### src/lpm_consts.svh
// Constants of the low-power mode control block.
// Assumes inclusion by bare name from the design files.
`ifndef LPM_CONSTS_SVH
`define LPM_CONSTS_SVH
`define LPM_PWR_CTRL_ADDR 8'h87
`define LPM_PWR_CTRL_RST 8'h10
`define LPM_BIT_IDLE 0
`define LPM_BIT_PDOWN 1
`define LPM_BIT_GF0 2
`define LPM_BIT_GF1 3
`define LPM_BIT_POF 4
`define LPM_KBD_WAKE_CLKS 1024
`define LPM_RST_HOLD_OSC 24
`endif

### src/lpm_pkg.sv
// Types shared by the low-power mode control block.
// Assumes nothing of its surroundings.
package lpm_pkg;
   typedef enum logic [2:0] {
      LPM_RUN = 3'b000,
      LPM_IDLE = 3'b001,
      LPM_PDOWN = 3'b010,
      LPM_WAKE_WAIT = 3'b011,
      LPM_STARTUP = 3'b100
   } lpm_state_e;
   typedef logic [3:0] lpm_wake_t;
endpackage

### src/lpm_power_ctrl.sv
// Idle and power-down mode control with the power control register.
// Assumes a CPU core that gives instruction-end and vectoring pulses.
//
// Functional notes
// - Idle bit set: after that instruction gate CPU clock, keep peripherals.
// - Idle keeps all CPU state by freezing the CPU clock.
// - Idle holds port pins; address strobe and program strobe high.
// - Enabled interrupt in idle clears idle bit and resumes execution.
// - Power-down bit set stops oscillator after that instruction.
// - Power-down retains internal RAM and special function registers.
// - Only enabled ext0, ext1, keyboard and USB wake power-down.
// - Keyboard wake waits 1024 clocks before normal operation.
// - Low wake pin restarts oscillator; exit completes on release.
// - Both pins enabled: either low restarts, first release exits.
// - After wake interrupt, execution continues after power-down request.
// - Reset reinitialises registers; interrupt exit leaves them untouched.
// - Both bits set: power-down exit, both bits cleared, no idle.
// - Any reset clears the power-down bit.
// - Two general flags are plain read/write with no side effect.
// - Port zero in low power drives only zeros; ones float.
`timescale 1ns/1ps
`include "lpm_consts.svh"
`default_nettype none
module lpm_power_ctrl #(
   parameter int KBD_WAKE_CLKS = `LPM_KBD_WAKE_CLKS
) (
   // Clock and resets.
   input wire logic ref_clk,
   input wire logic sys_rst,
   input wire logic por_rst,
   // Special function register port.
   input wire logic [7:0] sfr_addr,
   input wire logic sfr_wr,
   input wire logic sfr_rd,
   input wire logic [7:0] sfr_wdata,
   output logic [7:0] sfr_rdata,
   // CPU core.
   input wire logic instr_end,
   input wire logic irq_pending,
   input wire logic irq_vector,
   input wire logic ext_prog,
   input wire logic cpu_ale,
   input wire logic cpu_program_store_strobe,
   output logic cpu_clk_en,
   // Wake sources.
   input wire logic ext_irq_zero_n,
   input wire logic external_irq_one_n,
   input wire logic kbd_irq,
   input wire logic usb_irq,
   input wire lpm_pkg::lpm_wake_t wake_en,
   // Oscillator, memories and ports.
   output logic osc_run,
   output logic mem_retain,
   output logic sfr_init_req,
   output logic port_hold,
   output logic ale,
   output logic program_store_strobe,
   // Port zero.
   input wire logic [7:0] port_zero_latch,
   input wire logic [7:0] port_zero_cpu_out,
   input wire logic [7:0] port_zero_cpu_oe_n,
   output logic [7:0] port_zero_out,
   output logic [7:0] port_zero_oe_n
);
   lpm_pkg::lpm_state_e state_q;
   lpm_pkg::lpm_state_e state_d;
   logic idle_q;
   logic idle_d;
   logic pdown_q;
   logic pdown_d;
   logic [1:0] gflag_q;
   logic [1:0] gflag_d;
   logic pof_q;
   logic pof_d;
   logic [1:0] low_q;
   logic [1:0] low_d;
   logic [7:0] rdata_q;
   logic [7:0] rdata_d;
   logic [1:0] pin_low;
   logic pin_released;
   logic kbd_wake;
   logic usb_wake;
   logic kbd_start;
   logic kbd_busy;
   logic kbd_done;
   logic any_rst;
   logic reg_hit;

   assign any_rst = sys_rst || por_rst;
   assign reg_hit = (sfr_addr == `LPM_PWR_CTRL_ADDR);

   lpm_wake_sel u_wake (
      .ext_irq_zero_n(ext_irq_zero_n),
      .external_irq_one_n(external_irq_one_n),
      .kbd_irq(kbd_irq),
      .usb_irq(usb_irq),
      .wake_en(wake_en),
      .low_mask(low_q),
      .pin_low(pin_low),
      .pin_released(pin_released),
      .kbd_wake(kbd_wake),
      .usb_wake(usb_wake)
   );

   lpm_wait_cnt #(
      .CYCLES(KBD_WAKE_CLKS)
   ) u_kbd_wait (
      .ref_clk(ref_clk),
      .sys_rst(any_rst),
      .start(kbd_start),
      .busy(kbd_busy),
      .done(kbd_done)
   );

   // Mode sequencer and register bits.
   always_comb
   begin
      state_d = state_q;
      idle_d = idle_q;
      pdown_d = pdown_q;
      gflag_d = gflag_q;
      pof_d = pof_q;
      low_d = low_q;
      kbd_start = 1'b0;
      rdata_d = 8'h00;
      if (sfr_wr && reg_hit && state_q == lpm_pkg::LPM_RUN)
      begin
         idle_d = sfr_wdata[`LPM_BIT_IDLE];
         pdown_d = sfr_wdata[`LPM_BIT_PDOWN];
         gflag_d[0] = sfr_wdata[`LPM_BIT_GF0];
         gflag_d[1] = sfr_wdata[`LPM_BIT_GF1];
         pof_d = sfr_wdata[`LPM_BIT_POF];
      end
      if (sfr_rd && reg_hit)
      begin
         rdata_d = {3'b000, pof_q, gflag_q, pdown_q, idle_q};
      end
      case (state_q)
         lpm_pkg::LPM_RUN:
         begin
            if (instr_end && pdown_q)
            begin
               state_d = lpm_pkg::LPM_PDOWN;
            end
            else if (instr_end && idle_q)
            begin
               state_d = lpm_pkg::LPM_IDLE;
            end
            if (irq_vector && pdown_q)
            begin
               idle_d = 1'b0;
               pdown_d = 1'b0;
            end
         end
         lpm_pkg::LPM_IDLE:
         begin
            if (irq_pending)
            begin
               idle_d = 1'b0;
               state_d = lpm_pkg::LPM_RUN;
            end
         end
         lpm_pkg::LPM_PDOWN:
         begin
            if (|pin_low)
            begin
               low_d = pin_low;
               state_d = lpm_pkg::LPM_WAKE_WAIT;
            end
            else if (kbd_wake)
            begin
               kbd_start = 1'b1;
               state_d = lpm_pkg::LPM_STARTUP;
            end
            else if (usb_wake)
            begin
               state_d = lpm_pkg::LPM_RUN;
            end
         end
         lpm_pkg::LPM_WAKE_WAIT:
         begin
            low_d = low_q | pin_low;
            if (pin_released)
            begin
               state_d = lpm_pkg::LPM_RUN;
            end
         end
         lpm_pkg::LPM_STARTUP:
         begin
            if (kbd_done)
            begin
               state_d = lpm_pkg::LPM_RUN;
            end
         end
         default:
         begin
            state_d = lpm_pkg::LPM_RUN;
         end
      endcase
   end

   // Reset clears the mode bits; only power-up touches the power-off flag.
   always_ff @(posedge ref_clk)
   begin
      if (any_rst)
      begin
         state_q <= lpm_pkg::LPM_RUN;
         idle_q <= 1'b0;
         pdown_q <= 1'b0;
         gflag_q <= 2'b00;
         low_q <= 2'b00;
         rdata_q <= 8'h00;
      end
      else
      begin
         state_q <= state_d;
         idle_q <= idle_d;
         pdown_q <= pdown_d;
         gflag_q <= gflag_d;
         low_q <= low_d;
         rdata_q <= rdata_d;
      end
      if (por_rst)
      begin
         pof_q <= 1'(`LPM_PWR_CTRL_RST >> `LPM_BIT_POF);
      end
      else if (!sys_rst)
      begin
         pof_q <= pof_d;
      end
   end

   // Clocks, strobes, retention and ports.
   always_comb
   begin
      cpu_clk_en = (state_q == lpm_pkg::LPM_RUN);
      osc_run = (state_q != lpm_pkg::LPM_PDOWN);
      mem_retain = (state_q != lpm_pkg::LPM_RUN);
      sfr_init_req = any_rst;
      port_hold = !cpu_clk_en;
      ale = cpu_ale;
      program_store_strobe = cpu_program_store_strobe;
      port_zero_out = port_zero_cpu_out;
      port_zero_oe_n = port_zero_cpu_oe_n;
      if (state_q == lpm_pkg::LPM_IDLE)
      begin
         ale = 1'b1;
         program_store_strobe = 1'b1;
      end
      else if (!cpu_clk_en)
      begin
         ale = 1'b0;
         program_store_strobe = 1'b0;
      end
      if (!cpu_clk_en)
      begin
         port_zero_out = 8'h00;
         port_zero_oe_n = ext_prog ? 8'hff : port_zero_latch;
      end
   end

   assign sfr_rdata = rdata_q;

   // Cycle count in keyboard start-up, read only by an assertion.
   logic [15:0] startup_cyc_q;
   always_ff @(posedge ref_clk)
   begin
      if (state_q == lpm_pkg::LPM_STARTUP)
      begin
         startup_cyc_q <= startup_cyc_q + 16'h0001;
      end
      else
      begin
         startup_cyc_q <= 16'h0000;
      end
   end
endmodule
`default_nettype wire

### src/lpm_wait_cnt.sv
// Cycle counter that pulses done after a fixed number of cycles.
// Assumes start is a one-cycle pulse on ref_clk.
`timescale 1ns/1ps
`default_nettype none
module lpm_wait_cnt #(
   parameter int CYCLES = 1024
) (
   // Clock and reset.
   input wire logic ref_clk,
   input wire logic sys_rst,
   // Control.
   input wire logic start,
   output logic busy,
   output logic done
);
   localparam int W = $clog2(CYCLES + 1);
   localparam logic [W-1:0] LAST = W'(CYCLES - 1);
   logic [W-1:0] cnt_q;
   logic [W-1:0] cnt_d;
   logic busy_q;
   logic busy_d;

   always_comb
   begin
      cnt_d = cnt_q;
      busy_d = busy_q;
      if (start)
      begin
         cnt_d = '0;
         busy_d = 1'b1;
      end
      else if (busy_q)
      begin
         if (cnt_q == LAST)
         begin
            busy_d = 1'b0;
         end
         cnt_d = cnt_q + W'(1);
      end
   end

   always_ff @(posedge ref_clk)
   begin
      if (sys_rst)
      begin
         cnt_q <= '0;
         busy_q <= 1'b0;
      end
      else
      begin
         cnt_q <= cnt_d;
         busy_q <= busy_d;
      end
   end

   assign busy = busy_q;
   assign done = busy_q && (cnt_q == LAST);
endmodule
`default_nettype wire

### src/lpm_wake_sel.sv
// Selects enabled power-down wake sources and tracks pin release.
// Assumes external interrupt pins are active low and synchronous.
`timescale 1ns/1ps
`default_nettype none
module lpm_wake_sel (
   // Wake sources and enables (0 ext0, 1 ext1, 2 keyboard, 3 USB).
   input wire logic ext_irq_zero_n,
   input wire logic external_irq_one_n,
   input wire logic kbd_irq,
   input wire logic usb_irq,
   input wire lpm_pkg::lpm_wake_t wake_en,
   // Low pins remembered at oscillator restart.
   input wire logic [1:0] low_mask,
   // Results.
   output logic [1:0] pin_low,
   output logic pin_released,
   output logic kbd_wake,
   output logic usb_wake
);
   always_comb
   begin
      pin_low[0] = wake_en[0] && !ext_irq_zero_n;
      pin_low[1] = wake_en[1] && !external_irq_one_n;
      pin_released = |(low_mask & ~pin_low);
      kbd_wake = wake_en[2] && kbd_irq;
      usb_wake = wake_en[3] && usb_irq;
   end
endmodule
`default_nettype wire
### config.mk
export PLATFORM = sky130hd
export DESIGN_NAME = lpm_power_ctrl
export DESIGN_NICKNAME = d
export VERILOG_FILES = /design/src/lpm_pkg.sv /design/src/lpm_power_ctrl.sv /design/src/lpm_wait_cnt.sv /design/src/lpm_wake_sel.sv
export VERILOG_INCLUDE_DIRS = /design/src /design/src/src
export SDC_FILE = /design/constraint.sdc
export NUM_CORES = 1
export LEC_CHECK = 0
export BUFFER_PORTS_ARGS = -buffer_cell sky130_fd_sc_hd__buf_2
export CAP_MARGIN = 20
export CORE_ASPECT_RATIO = 0.75
export CORE_MARGIN = 10
export CORE_UTILIZATION = 35
export DETAILED_ROUTE_END_ITERATION = 12
export GPL_TIMING_DRIVEN = 1
export PLACE_DENSITY = 0.75
export REMOVE_ABC_BUFFERS = 1
export SYNTH_ARGS = -nofsm -noshare
export SYNTH_HDL_FRONTEND = slang
export SYNTH_HIERARCHICAL = 1
export SYNTH_SLANG_ARGS = --single-unit
### constraint.sdc
create_clock -name ref_clk -period 2.2 [get_ports ref_clk]
set_input_delay 0.22 -clock ref_clk [delete_from_list [all_inputs] [get_ports ref_clk]]
set_output_delay 0.22 -clock ref_clk [all_outputs]
set_load 0.02 [all_outputs]
# After elaboration in Yosys (flattened, before gate mapping)
# Cells that the tools add are included.
# W data, S select, Z words.
# word_totals
regBits	30
elab_cells	85
output_inout_bits	31
# classes
n_eq_ne	13
n_addsub	1
mux	31
reduce_logical	25
bitwise_logic	5
# ops
operator	count
$mux W3	8
$mux W8	3
$mux W1	16
$pmux W3 S5	1
$add A11 B1 Y11 const B	1
$eq A11 B10 Y1 const B	1
$logic_and A1 B1 Y1	11
$eq A8 B8 Y1 const B	1
$ne A2 B2 Y1 const B	4
$reduce_or A2 Y1	4
$eq A3 B2 Y1 const B	2
$reduce_and A5 Y1	1
$ne A4 B3 Y1 const B	1
$pmux W2 S2	1
$reduce_and A2 Y1	2
$eq A3 B1 Y1 const B	1
$eq A3 B3 Y1 const B	1
$logic_not A1 Y1	3
$logic_not A3 Y1	1
$ne A3 B1 Y1 const B	1
$ne A3 B2 Y1 const B	1
$reduce_bool A3 Y1	1
$and A2 B2 Y2	1
$mux W2	1
6 further kinds	7

# Depth between registers and ports, before layout
# Gate-level depths: netlist (run 1).
# depth
depth_word	7
depth_mapped	7
depth_no_buf	6

# Cells and area by module
# Netlist (run 1), hierarchy kept.
# modules_own_cells
mod	area_per_inst_um2	instances	cells_per_inst	seq_area_each_um2
lpm_power_ctrl	877.1	1	115	300.3
lpm_wait_cnt	539.3	1	60	240.2
lpm_wake_sel	53.8	1	7	0.0

# Least setup slack after synthesis (run 1)
# No wires, ideal clock.
# synth_path
kind	reg-to-output
from	reg state_q[2]
to	out port_zero_out[6]
path_buffers	2
path_stages_with_launch	6
path_slack_ns	0.404
arrival_ns	1.576
cell_sequence	dfxtp_1 -> or3_1 -> inv_1 -> clkbuf_1 -> buf_2 -> and2_1
# synth_via
elab_chain_len	2
# synth_rtl
element	line_no	text
from (decl)	lpm_power_ctrl.sv:65	lpm_pkg::lpm_state_e state_q;
from (signal assigned)	lpm_power_ctrl.sv:207	state_q <= lpm_pkg::LPM_RUN;
from (signal assigned)	lpm_power_ctrl.sv:216	state_q <= state_d;
$logic_not A3 Y1	lpm_power_ctrl.sv:236	cpu_clk_en = (state_q == lpm_pkg::LPM_RUN);
via cpu_clk_en	lpm_power_ctrl.sv:44	output logic cpu_clk_en,
$mux W8	lpm_power_ctrl.sv:255	if (!cpu_clk_en)
to (decl)	lpm_power_ctrl.sv:62	output logic [7:0] port_zero_out,
# The timed path passes the listed nets, and every way through them passes these cells.

# Final worst setup path (run 1)
# layout_path
from	reg state_q[0]
to	out port_zero_out[7]
# layout_via
elab_chain_len	2
# layout_rtl
element	line_no
$logic_not A3 Y1	lpm_power_ctrl.sv:236
$mux W8	lpm_power_ctrl.sv:255
# No other way between the ends.

==> summary.md, run 1 <==
The run finished with clean final reports. Counting flops with a built-in enable in the synthesized netlist gives 0. The most used flip-flop cell after synthesis is sky130_fd_sc_hd__dfxtp_1. The tools report the netlist area before placement as 1470 sq um. The number of clock buffers added by TritonCTS is 3. The tools report the startpoint of the most critical register-to-register path as state_q[2]. Compared with the post-synthesis result, the final layout area differs by 34.3%.

The via count of the first global-routing pass was 1453; the highest ir drop seen on vdd was 0.281 mV. The critical path is of the reg2out type. Setup violations remaining at the end of the flow were counted as 0.

The total of max-cap violations is 0, and the required time of the critical path is 1.98 ns. The global placer's final weighted congestion is 0.730. The net switching fraction of the power was 24.6%.

The run gives 21 as the pin count of the biggest net entering global routing. The logs give 1 for the H-tree depth and 4 for the length of the first detailed-routing pass in iterations. The clock network is responsible for 30.7% of the overall power. The slew at the pin closest to its max-slew limit is 0.536 ns, and the clock transition at the registers of the reported paths is 0.09 ns. Across all layers, the routed design uses 1516 vias. The worst register-to-register path ends at pof_q. The worst clock skew on the final layout was 0.00600 ns. At the worst endpoint, the arrival time is 1.83 ns. Setup repair after global routing left no endpoint under its margin.

The tools report the total count of hold-check failures in the final report as 0. In this run, placement finished with an instance count of 315. The number of cells produced by synthesis was 182; the number of cells on the worst reg-to-reg path was 4.

The repair_antennas step left the layout with diodes totalling 0. From left edge to right edge, the die measures 94.8 um. The Yosys step of the flow raised 6 warnings. In this run the standard cell core region covers 4050 sq um.

The number of vias per cell came out at 4.75. After global routing the overflow that remains totals 0. The sequential fraction of the synthesis area was 36.8%. The path class of the lowest-slack min-delay path is in2reg.

The reg-to-reg setup timing slack came out at 0.36 ns. STA classifies the critical path startpoint as a flop. In the final layout, the share of cells above drive strength 1 is 37.9%.

The count of buffers added on input and output ports is 83. For this run, the number of standard cells in the final layout without fillers is 319. The total power density per cell area came out at 457 nW/um^2. The logs give 0 for the number of slew-limit violations in the final report and 27 for the total clock sinks. Number of violations reported at the end of detailed-routing iteration 0: 115.

The leakage power summed over all cells was 0.886 nW; the clock network latency to the later pin of the worst-skew pair was 0.27 ns. Tracing the worst setup path back leads to its startpoint at state_q[0]. The net count of the finished layout is 325.

The total length of routed wires is 4490 um. TritonCTS built the clock tree. Once the floorplan was initialized, standard cells occupied 36.3% of the core. After detailed routing, the average wire length per cell comes to 14.1 um. In the layout the commonest cells are sky130_fd_sc_hd__buf_2, sky130_fd_sc_hd__dfxtp_1, sky130_fd_sc_hd__nand2_1. After detailed routing, the number of remaining DRC violations is 0.

The post-synthesis async set-or-reset flop share was 0%; the first-pass GRT wire length was 7170 um. Dividing the final minimum period by the clock period gives 93.1%. In this run the remaining antenna-violating nets after routing total 0. The tools report the sequential share of power as 54.1%. STA classifies the critical path endpoint as a primary output.

The library cell used as clock root buffer is sky130_fd_sc_hd__clkbuf_8. The analysis attributes to net switching a power of 222 uW. For the final routed database, the setup TNS stands at 0 ns. The portion of total power attributed to combinational logic was 15.1%; the top fanout value on the critical path was 20. The normalized max-slew margin came out at 63.9%. The internal power is 680 uW, and the final period demand of the worst path is 2.05 ns.

Row generation in the floorplan step produced 20 rows. The HPWL after detailed placement is 3810 um. The average instance in the mapped netlist occupies 8.08 sq um.

After synthesis the netlist holds a flip-flop and latch count of 27. The tools report the critical path endpoint as port_zero_out[7]. The run gives 0 as the number of antenna violations at the first check in global routing.

Across every metal layer, demand over resource in global routing totals 12.0%. In this run, distinct cell masters in the synthesized netlist total 42. The vertical die dimension was 76.1 um; the clock tree buffer depth was 2.

Leaving out fill and tap cells, the most frequent cell in the layout is sky130_fd_sc_hd__buf_2. The highest clock rate was 0.488 GHz. 90 I/O pins were placed.

For the overall die area, the log shows 7220 sq um. Counting the fill cells in the layout gives 429.
routing by layer:
layer,track usage [%],wire length [um],vias to the layer above
li1,-,-,795
met1,15.5,2010,682
met2,19.5,2190,35
met3,3.54,279,4
met4,1.34,12,0
met5,0,0,-
flip-flops by register name, summed over array words and instances (netlist names):
register,cells
pdown_q,1
u_kbd_wait/busy,1
sfr_rdata,5
state_q,3
gflag_q,2
idle_q,1
u_kbd_wait/cnt_q,11
pof_q,1
low_q,2
worst max-delay path, cell delays in order (launching register included):
cell	delay, ns
sky130_fd_sc_hd__dfxtp_1	0.47
sky130_fd_sc_hd__or3_1	0.30
sky130_fd_sc_hd__clkinvlp_4	0.35
sky130_fd_sc_hd__and2_1	0.27
sky130_fd_sc_hd__buf_2	0.16
power groups by stage:
stage                     clock (mW)  combinational (mW)  sequential (mW)
after floorplan                    0              0.0614            0.500
after global placement             0               0.133            0.500
after detailed placement           0               0.137            0.500
after CTS                      0.286               0.137            0.488
after global routing           0.302               0.148            0.488
final                          0.277               0.136            0.488
how the worst min path moves through the flow:
stage / startpoint / endpoint / slack, ns / cells after the start
6_report: por_rst / pof_q / 0.18 / 2
5_1_grt: por_rst / pof_q / 0.19 / 2
4_1_cts: por_rst / pof_q / 0.18 / 2
3_5_place_dp: por_rst / pof_q / 0.46 / 2
3_3_place_gp: pof_q / sfr_rdata[4] / 0.44 / 1
2_1_floorplan: por_rst / pof_q / 0.33 / 1
per-stage QoR:
stage	util [%]	total power [mW]	setup slack (ns)	area (sq um)	hold slack (ns)
finish	48.7	0.902	0.153	1970	0.182
global route	48.7	0.938	0.0233	1970	0.187
CTS	48.6	0.911	0.0484	1970	0.179
detailed placement	47.5	0.636	0.360	1930	0.460
global placement	47.5	0.633	0.410	1930	0.435
floorplan	-	0.561	0.167	1430	0.326
area by class of cell:
class                      count  area [sq um]  share of cell area, %
sequential                    27           541                   27.4
timing repair buffer          85           430                   21.8
inverter                      10          41.3                   2.09
tap                           55          68.8                   3.49
multi-input combinational    138           848                   43.0
clock buffer                   4          45.0                   2.28
synth_stat cells (4+ instances only):
cell | number | area [sq um]
sky130_fd_sc_hd__nand2_1 | 26 | 97.6
sky130_fd_sc_hd__or4_1 | 4 | 30.0
sky130_fd_sc_hd__o31ai_1 | 4 | 30.0
sky130_fd_sc_hd__a21oi_1 | 9 | 45.0
sky130_fd_sc_hd__o21ai_0 | 14 | 70.1
sky130_fd_sc_hd__nand3_1 | 6 | 30.0
sky130_fd_sc_hd__dfxtp_1 | 27 | 541
sky130_fd_sc_hd__inv_1 | 9 | 33.8
sky130_fd_sc_hd__and2_1 | 15 | 93.8
sky130_fd_sc_hd__buf_4 | 4 | 30.0
sky130_fd_sc_hd__nor2_1 | 14 | 52.6
sky130_fd_sc_hd__mux2i_1 | 6 | 60.1
what timing repair did:
item                                    in CTS  in global routing
gates resized for setup                      0                  1
setup buffers                                0                  0
hold buffers                                 0                  0
endpoints found under the setup margin       0                 16
cell families (layout without fill, tap and decap cells):
| group | after synthesis | in the layout | share of synthesized area, % |
|---|---|---|---|
| fa+ha+maj | 1 | 1 | 0.851 |
| other cells | 1 | 3 | 0.255 |
| mux | 6 | 6 | 4.09 |
| xor+xnor | 4 | 4 | 2.38 |
| flops | 27 | 27 | 36.8 |
| compound gates | 39 | 39 | 16.5 |
| buf+inv | 19 | 99 | 6.04 |
| simple gates | 85 | 85 | 33.1 |
(Power assumes the default switching activity.)
==> run 2, diff against run 1 <==
--- a/constraint.sdc
+++ b/constraint.sdc
@@ -3,2 +3,2 @@
 set_output_delay 0.22 -clock ref_clk [all_outputs]
-set_load 0.02 [all_outputs]
+set_load 0.01 [all_outputs]
==> run 2 against run 1 <==
Effect of this change: sequential share of layout area about the same; wire length decreased by 3.6%; critical path type unchanged; largest cell class unchanged; cell area about the same; largest power group unchanged; final cell count unchanged; combinational power decreased by 13%; first-iteration DRC count decreased by 49%.
==> summary.md, run 2 (synthesis results as in run 1) <==
The met2 wire length came out at 2000 um (-8.8%). Launch point of the worst hold path: por_rst. The required time of the critical path came out at 1.98 ns (about the same). The clock tree buffer depth is 2 (unchanged). The worst hold path cell count was 2 (unchanged). Register ranked first by flip-flop count: u_kbd_wait/cnt_q.

Share of the clock period used by the worst path: 91.1% (-2.0 points). The data arrival time of the critical path came out at 1.78 ns (-0.05 ns). Number of setup violations in the final report: 0 (unchanged). The highest layer used for signal routing was met4. The via count of the first global-routing pass came out at 1465 (+0.83%). The cell with the largest stage delay on the worst path was sky130_fd_sc_hd__dfxtp_1.

The area after detailed placement is 1930 sq um (unchanged), and the die width is 94.8 um (unchanged). The cell family contributing the most delay on the critical path is simple AND/OR/NAND/NOR gates. The core footprint came out at 4050 sq um (unchanged). The length of the first detailed-routing pass in iterations was 4 (unchanged). TritonCTS built the clock tree. The portion of total power attributed to combinational logic is 13.4% (-1.7 points). Worst clock skew on the final layout: 0.0131 ns (+0.00711 ns).

The tools report the summed area of non-filler cells in the final layout as 1980 sq um (about the same). Worst flop-to-flop path endpoint: state_q[1]. The run gives 0.360 mV (+28%) as the highest ir drop seen on vdd. The overall die area is 7220 sq um (unchanged), and the final period demand of the worst path is 2.00 ns (-0.0436 ns).

Setup repair after global routing left no endpoint under its margin. The count of fill cells added during filler insertion was 434 (+1.2%). Number of cell rows: 20 (unchanged). The global placer's final weighted congestion was 0.726 (-0.52%); the remaining antenna violation count after routing was 0 (unchanged).

Library cell used as clock root buffer: sky130_fd_sc_hd__clkbuf_8. The post-placement setup slack is 0.404 ns (+0.0434 ns), and the share of final-layout standard cells stronger than drive strength 1 is 38.3% (+0.38 points). The top fanout value on the critical path is 20 (unchanged). The library cells used most frequently in the layout, excluding fill and tap cells, are sky130_fd_sc_hd__buf_2, sky130_fd_sc_hd__dfxtp_1, sky130_fd_sc_hd__nand2_1.

The all-layer global routing usage was 11.4% (-0.55 points). The total power density per cell area is 448 nW/um^2 (-1.9%). The clock network latency to the later pin of the worst-skew pair was 0.28 ns (about the same). Leaving out fill and tap cells, the most frequent cell in the layout is sky130_fd_sc_hd__buf_2. Total clock sinks: 27 (unchanged). The tools report the capturing element type of the critical path as a primary output.

The signal on the critical path passes through or3_1 -> clkinvlp_4 -> and2_1 -> buf_2. The flow ran to the end, and the final reports show no timing, DRC or antenna violations. The via count of the routed design was 1511 (-0.33%). The number of violations reported at the end of detailed-routing iteration 0 is 59 (-49%), and the detailed-route wire length per cell is 13.6 um (-3.6%).

The critical path in this run is classified as reg2out. Count of port buffers added during placement: 83 (unchanged). The power spent charging and discharging nets came out at 208 uW (-6.3%). The logs give 3630 um (-4.7%) for the HPWL after detailed placement and 2020 um (+0.50%) for the sum of routed wire segments on met1. The largest stage delay on the critical path works out to 0.48 ns (about the same). The number of buffers inserted by hold repair at cts is 0 (unchanged).

Clock transition at the registers of the reported paths: 0.10 ns (about the same). The number of antenna violations at the first check in global routing was 0 (unchanged); the number of inserted diodes was 0 (unchanged). Total buffers and inverters traversed by the critical path: 2 (unchanged). The logs give 0 (unchanged) for the total count of hold-check failures in the final report and 315 (unchanged) for the post-placement cell count.

The internal power was 677 uW (-0.41%). The total of max-cap violations was 0 (unchanged); the net switching fraction of the power was 23.5% (-1.1 points). The number of flip-flops in the largest register is 11 (unchanged).

The footprint of the multi-input gates came out at 848 sq um (unchanged). The boundary pin count is 90 (unchanged). The number of slew-limit violations in the final report came out at 0 (unchanged).

Post-route worst setup slack: 0.196 ns (+0.0436 ns). The number of vias per cell is 4.74 (-0.33%). The number of cells on the worst reg-to-reg path was 6 (+2); the remaining routing DRC violations was 0 (unchanged). The vertical die dimension was 76.1 um (unchanged); the reg-to-reg setup timing slack was 0.36 ns (about the same). The wire length on met3 is 285 um (+2.2%), and the effective utilization at floorplan is 36.3% (unchanged).

The highest clock rate is 0.499 GHz (+2.2%), and the count of non-filler cells in the finished layout is 319 (unchanged). The tools report the leakage power summed over all cells as 0.888 nW (+0.31%). The final sum of negative setup slack is 0 ns (unchanged). In this run the critical register-to-register path is launched from u_kbd_wait/cnt_q[0]. The number of clock buffers inserted by TritonCTS was 3 (unchanged); the sequential share of power was 55.2% (+1.1 points). In this run the worst hold path is classified as in2reg. The net count of the finished layout was 325 (unchanged). The run gives 4330 um (-3.6%) as the total length of routed wires. The run gives 0.164 ns (-0.0182 ns) as the final hold slack. The flip-flop and latch area came out at 541 sq um (unchanged). The synthesis-to-finish area growth was 34.4% (about the same).

The H-tree depth is 1 (unchanged). The first-pass GRT wire length was 6890 um (-3.8%). The pin count of the biggest net entering global routing was 21 (unchanged). The tools report the global-route congestion overflow total as 0 (unchanged).

The terminating pin of the worst hold path was pof_q. Critical path launch point type: a flop. The clock group share of total power came out at 31.5% (+0.8 points).
[run 2: changes by cell type in the layout (fill, tap and decap cells not counted)]
cell and delta:
sky130_fd_sc_hd__clkbuf_1 -1, sky130_fd_sc_hd__clkinv_2 +1
[run 2: cell type report]
class                      instances  area share [%]
clock inverter                     1           0.253
inverter                          10            2.09
clock buffer                       3            2.09
sequential                        27            27.4
tap                               55            3.48
timing repair buffer              85            21.8
multi-input combinational        138            42.9
[run 2: worst max-delay path by stage]
stage	startpoint	endpoint	slack, ns	cells past startpoint
after global routing	state_q[0]	port_zero_out[0]	0.04	4
after floorplan	state_q[2]	pof_q	0.27	4
after detailed placement	u_kbd_wait/cnt_q[0]	state_q[1]	0.40	6
final	state_q[0]	port_zero_out[6]	0.20	4
after global placement	u_kbd_wait/cnt_q[0]	state_q[0]	0.43	6
after CTS	state_q[2]	port_zero_oe_n[7]	0.12	5
[run 2: per-layer routing]
metal / track usage [%] / vias up
li1: - / 797
met1: 14.7 / 677
met2: 17.9 / 33
met3: 4.13 / 4
met4: 1.94 / 0
met5: 0 / -
[run 2: timing repair]
| item | 4_1_cts | 5_1_grt |
|---|---|---|
| hold endpoints to repair | 0 | 0 |
| gates resized for setup | 0 | 1 |
| buffers inserted | 0 | 0 |
| setup endpoints to repair | 0 | 5 |
[run 2: per-stage QoR]
step / utilization [%] / power, mW
floorplan: - / 0.545
global placement: 47.5 / 0.617
detailed placement: 47.5 / 0.619
CTS: 48.6 / 0.895
global route: 48.7 / 0.916
finish: 48.7 / 0.885
[run 2: power by group through the flow]
stage          Combinational, mW  Sequential, mW  Clock [mW]
6_report                   0.118           0.488       0.279
5_1_grt                    0.130           0.488       0.298
4_1_cts                    0.119           0.488       0.287
3_5_place_dp               0.119           0.500           0
2_1_floorplan             0.0450           0.500           0
3_3_place_gp               0.117           0.500           0
==> run 3, diff against run 2 <==
==> constraint.sdc (replaced) <==
create_clock -name ref_clk -period 2.1 [get_ports ref_clk]
set_input_delay 0 -clock ref_clk [delete_from_list [all_inputs] [get_ports ref_clk]]
set_output_delay 0 -clock ref_clk [all_outputs]
set_load 0.01 [all_outputs]
==> run 3 against run 2 <==
Effect of this change: core utilization up 1.4 points; global-route usage is 0.19 points higher; critical path depth up 3; critical path type unchanged; largest cell class unchanged; largest power group unchanged.
==> summary.md, run 3 (synthesis results as in run 1) <==
For the number of slew-limit violations in the final report, the log shows 0 (unchanged). The tools report the reg-to-reg setup timing slack as 0.28 ns (-0.08 ns). Number of vias per cell: 4.66 (-1.7%). The H-tree depth is 1 (unchanged), and the number of cells on the worst reg-to-reg path is 6 (unchanged). For the number of antenna violations at the first check in global routing, the log shows 0 (unchanged). The global-route congestion overflow total was 0 (unchanged). The final period demand of the worst path came out at 1.90 ns. The first-pass GRT wire length is 7030 um (+2.0%).

The critical path is of the reg2out type. The net count of the finished layout is 331 (+1.8%), and the internal power is 719 uW (+6.1%). The run gives 0.27 ns (about the same) as the clock network latency to the later pin of the worst-skew pair. The detailed-route wire length per cell works out to 13.8 um (+1.8%). The count of buffers added by post-CTS timing repair for setup is 0 (unchanged), and the net switching fraction of the power is 23.1% (-0.36 points). The number of cell rows is 20 (unchanged), and the required time of the critical path is 2.10 ns (+0.12 ns). The flow ran to the end, and the final reports show no timing, DRC or antenna violations.

The number of violations reported at the end of detailed-routing iteration 0 is 45 (-24%), and the total count of hold-check failures in the final report is 0 (unchanged). TritonCTS built the clock tree. The tools report the total clock sinks as 27 (unchanged). Setup repair after global routing left no endpoint under its margin.

The number of clock buffers inserted by TritonCTS is 3 (unchanged), and the largest stage delay on the critical path is 0.45 ns (-0.03 ns). Sequential share of power: 54.7% (-0.5 points). The tools report the power spent charging and discharging nets as 216 uW (+4.0%). The via count of the first global-routing pass is 1463 (-0.14%), and the number of setup violations in the final report is 0 (unchanged). Summed area of non-filler cells in the final layout: 2030 sq um (+2.9%). The number of flip-flops in the largest register is 11 (unchanged), and the number of inserted diodes is 0 (unchanged). Register ranked first by flip-flop count: u_kbd_wait/cnt_q. Effective utilization at floorplan: 36.3% (unchanged).

The worst hold path cell count is 4 (+2). The path with the worst hold slack has its endpoint at pdown_q. The critical path launch point type is a flop. The logs give 11.6% (+0.19 points) for the all-layer global routing usage and 0 ns (unchanged) for the final sum of negative setup slack. The post-route worst setup slack is 0.198 ns (+0.00169 ns), and the count of non-filler cells in the finished layout is 325 (+1.9%). The tools report the via count of the routed design as 1513 (+0.13%).

The final hold slack came out at 0.0827 ns (-0.0811 ns). The count of fill cells added during filler insertion was 424 (-2.3%); the data arrival time of the critical path was 1.90 ns (+0.12 ns). The pin count of the biggest net entering global routing was 15 (-29%). The family of cells with the greatest summed delay on the critical path was buffers and inverters. Timing would allow up to 0.526 GHz. Relative to the synthesized area, the layout overhead comes to 38.2%.

The signal on the critical path passes through or3_1 -> buf_4 -> clkinvlp_4 -> buf_4 -> nand2_1 -> nand2_1 -> buf_2. The top fanout value on the critical path was 13 (-35%). HPWL after detailed placement: 3680 um (+1.4%). The library cells used most frequently in the layout, excluding fill and tap cells, are sky130_fd_sc_hd__buf_2, sky130_fd_sc_hd__dfxtp_1, sky130_fd_sc_hd__nand2_1. The tools report the library cell used as clock root buffer as sky130_fd_sc_hd__clkbuf_8. The logs give 14.1% (+0.7 points) for the portion of total power attributed to combinational logic and 7220 sq um (unchanged) for the overall die area. The clock transition at the registers of the reported paths came out at 0.09 ns (about the same).

The share of the clock period used by the worst path is 90.6%, and the logic depth of the worst setup path including buffers is 7 (+3). The vertical die dimension was 76.1 um (unchanged). The total of max-cap violations was 0 (unchanged).

The boundary pin count was 90 (unchanged); the length of the first detailed-routing pass in iterations was 4 (unchanged). Leaving out fill and tap cells, the most frequent cell in the layout is sky130_fd_sc_hd__buf_2. The slowest stage of the critical path is the sky130_fd_sc_hd__or3_1 cell. The total power density per cell area is 460 nW/um^2 (+2.7%), and the remaining antenna violation count after routing is 0 (unchanged). The post-placement setup slack is 0.288 ns (-0.115 ns), and the remaining routing DRC violations is 0 (unchanged). Path class of the lowest-slack min-delay path: in2reg.

The logs give 2 (unchanged) for the clock tree buffer depth and 0.911 nW (+2.5%) for the leakage power summed over all cells. The total buffers and inverters traversed by the critical path was 4 (+2). The global placer's final weighted congestion came out at 0.749 (+3.1%).

The launch point of the worst hold path was irq_vector. The capturing element type of the critical path was a primary output. Startpoint of the most critical register-to-register path: u_kbd_wait/cnt_q[0]. The worst register-to-register path ends at state_q[1]. Core footprint: 4050 sq um (unchanged). Tracing the worst setup path back leads to its startpoint at state_q[1]. The count of port buffers added during placement is 83 (unchanged).

The total length of routed wires came out at 4490 um (+3.7%). The highest ir drop seen on vdd is 0.338 mV (-6.1%), and the slew at the pin closest to its max-slew limit is 0.486 ns. The post-placement cell count is 316 (+0.32%), and the die width is 94.8 um (unchanged).

The normalized max-slew margin was 67.2%; the area after detailed placement was 1930 sq um (+0.39%). The share of final-layout standard cells stronger than drive strength 1 works out to 37.4% (-0.85 points). Worst clock skew on the final layout: 0.00474 ns (-0.00837 ns). The clock group share of total power was 31.2% (-0.3 points).
## run 3: per-layer routing
metal | track usage (%) | vias up | share of wire [%]
met1 | 14.5 | 667 | 45
li1 | - | 808 | -
met5 | 0 | - | 0
met4 | 2.24 | 0 | 0.73
met2 | 19.0 | 33 | 48
met3 | 3.54 | 5 | 6.1
## run 3: worst max-delay path by stage
stage                         to  slack, ns
3_3_place_gp          state_q[0]       0.34
6_report       port_zero_oe_n[5]       0.20
5_1_grt        port_zero_oe_n[5]       0.09
2_1_floorplan              pof_q       0.17
3_5_place_dp          state_q[0]       0.29
4_1_cts        port_zero_oe_n[5]       0.09
## run 3: cell type report
type	instances	area, sq um	area share (%)
inverter	10	41.3	2.03
tap	55	68.8	3.39
multi-input combinational	138	848	41.7
clock buffer	4	45.0	2.22
sequential	27	541	26.6
timing repair buffer	91	488	24.0
## run 3: timing repair
| action | 4_1_cts | 5_1_grt |
|---|---|---|
| hold buffers | 5 | 0 |
| endpoints found under the setup margin | 0 | 7 |
| endpoints found under the hold margin | 4 | 0 |
| gates resized for setup | 0 | 1 |
## run 3: worst register-to-register path, cell delays in order, from the launching register on
cell and delay (ns):
sky130_fd_sc_hd__dfxtp_1 0.35, sky130_fd_sc_hd__ha_1 0.26, sky130_fd_sc_hd__nand4_2 0.18, sky130_fd_sc_hd__nor4_1 0.07
sky130_fd_sc_hd__or4b_2 0.63, sky130_fd_sc_hd__nand4_1 0.13, sky130_fd_sc_hd__a31o_2 0.16
## run 3: through the flow
stage	power, mW	util [%]
detailed placement	0.649	47.7
floorplan	0.571	-
finish	0.935	50.1
global route	0.971	50.1
global placement	0.646	47.7
CTS	0.944	50.0
## run 3: power groups by stage
stage               registers [mW]  clock network, mW  logic [mW]
floorplan                    0.524                  0      0.0472
global placement             0.524                  0       0.123
detailed placement           0.524                  0       0.125
CTS                          0.512              0.299       0.133
global route                 0.512              0.315       0.145
finish                       0.512              0.291       0.132
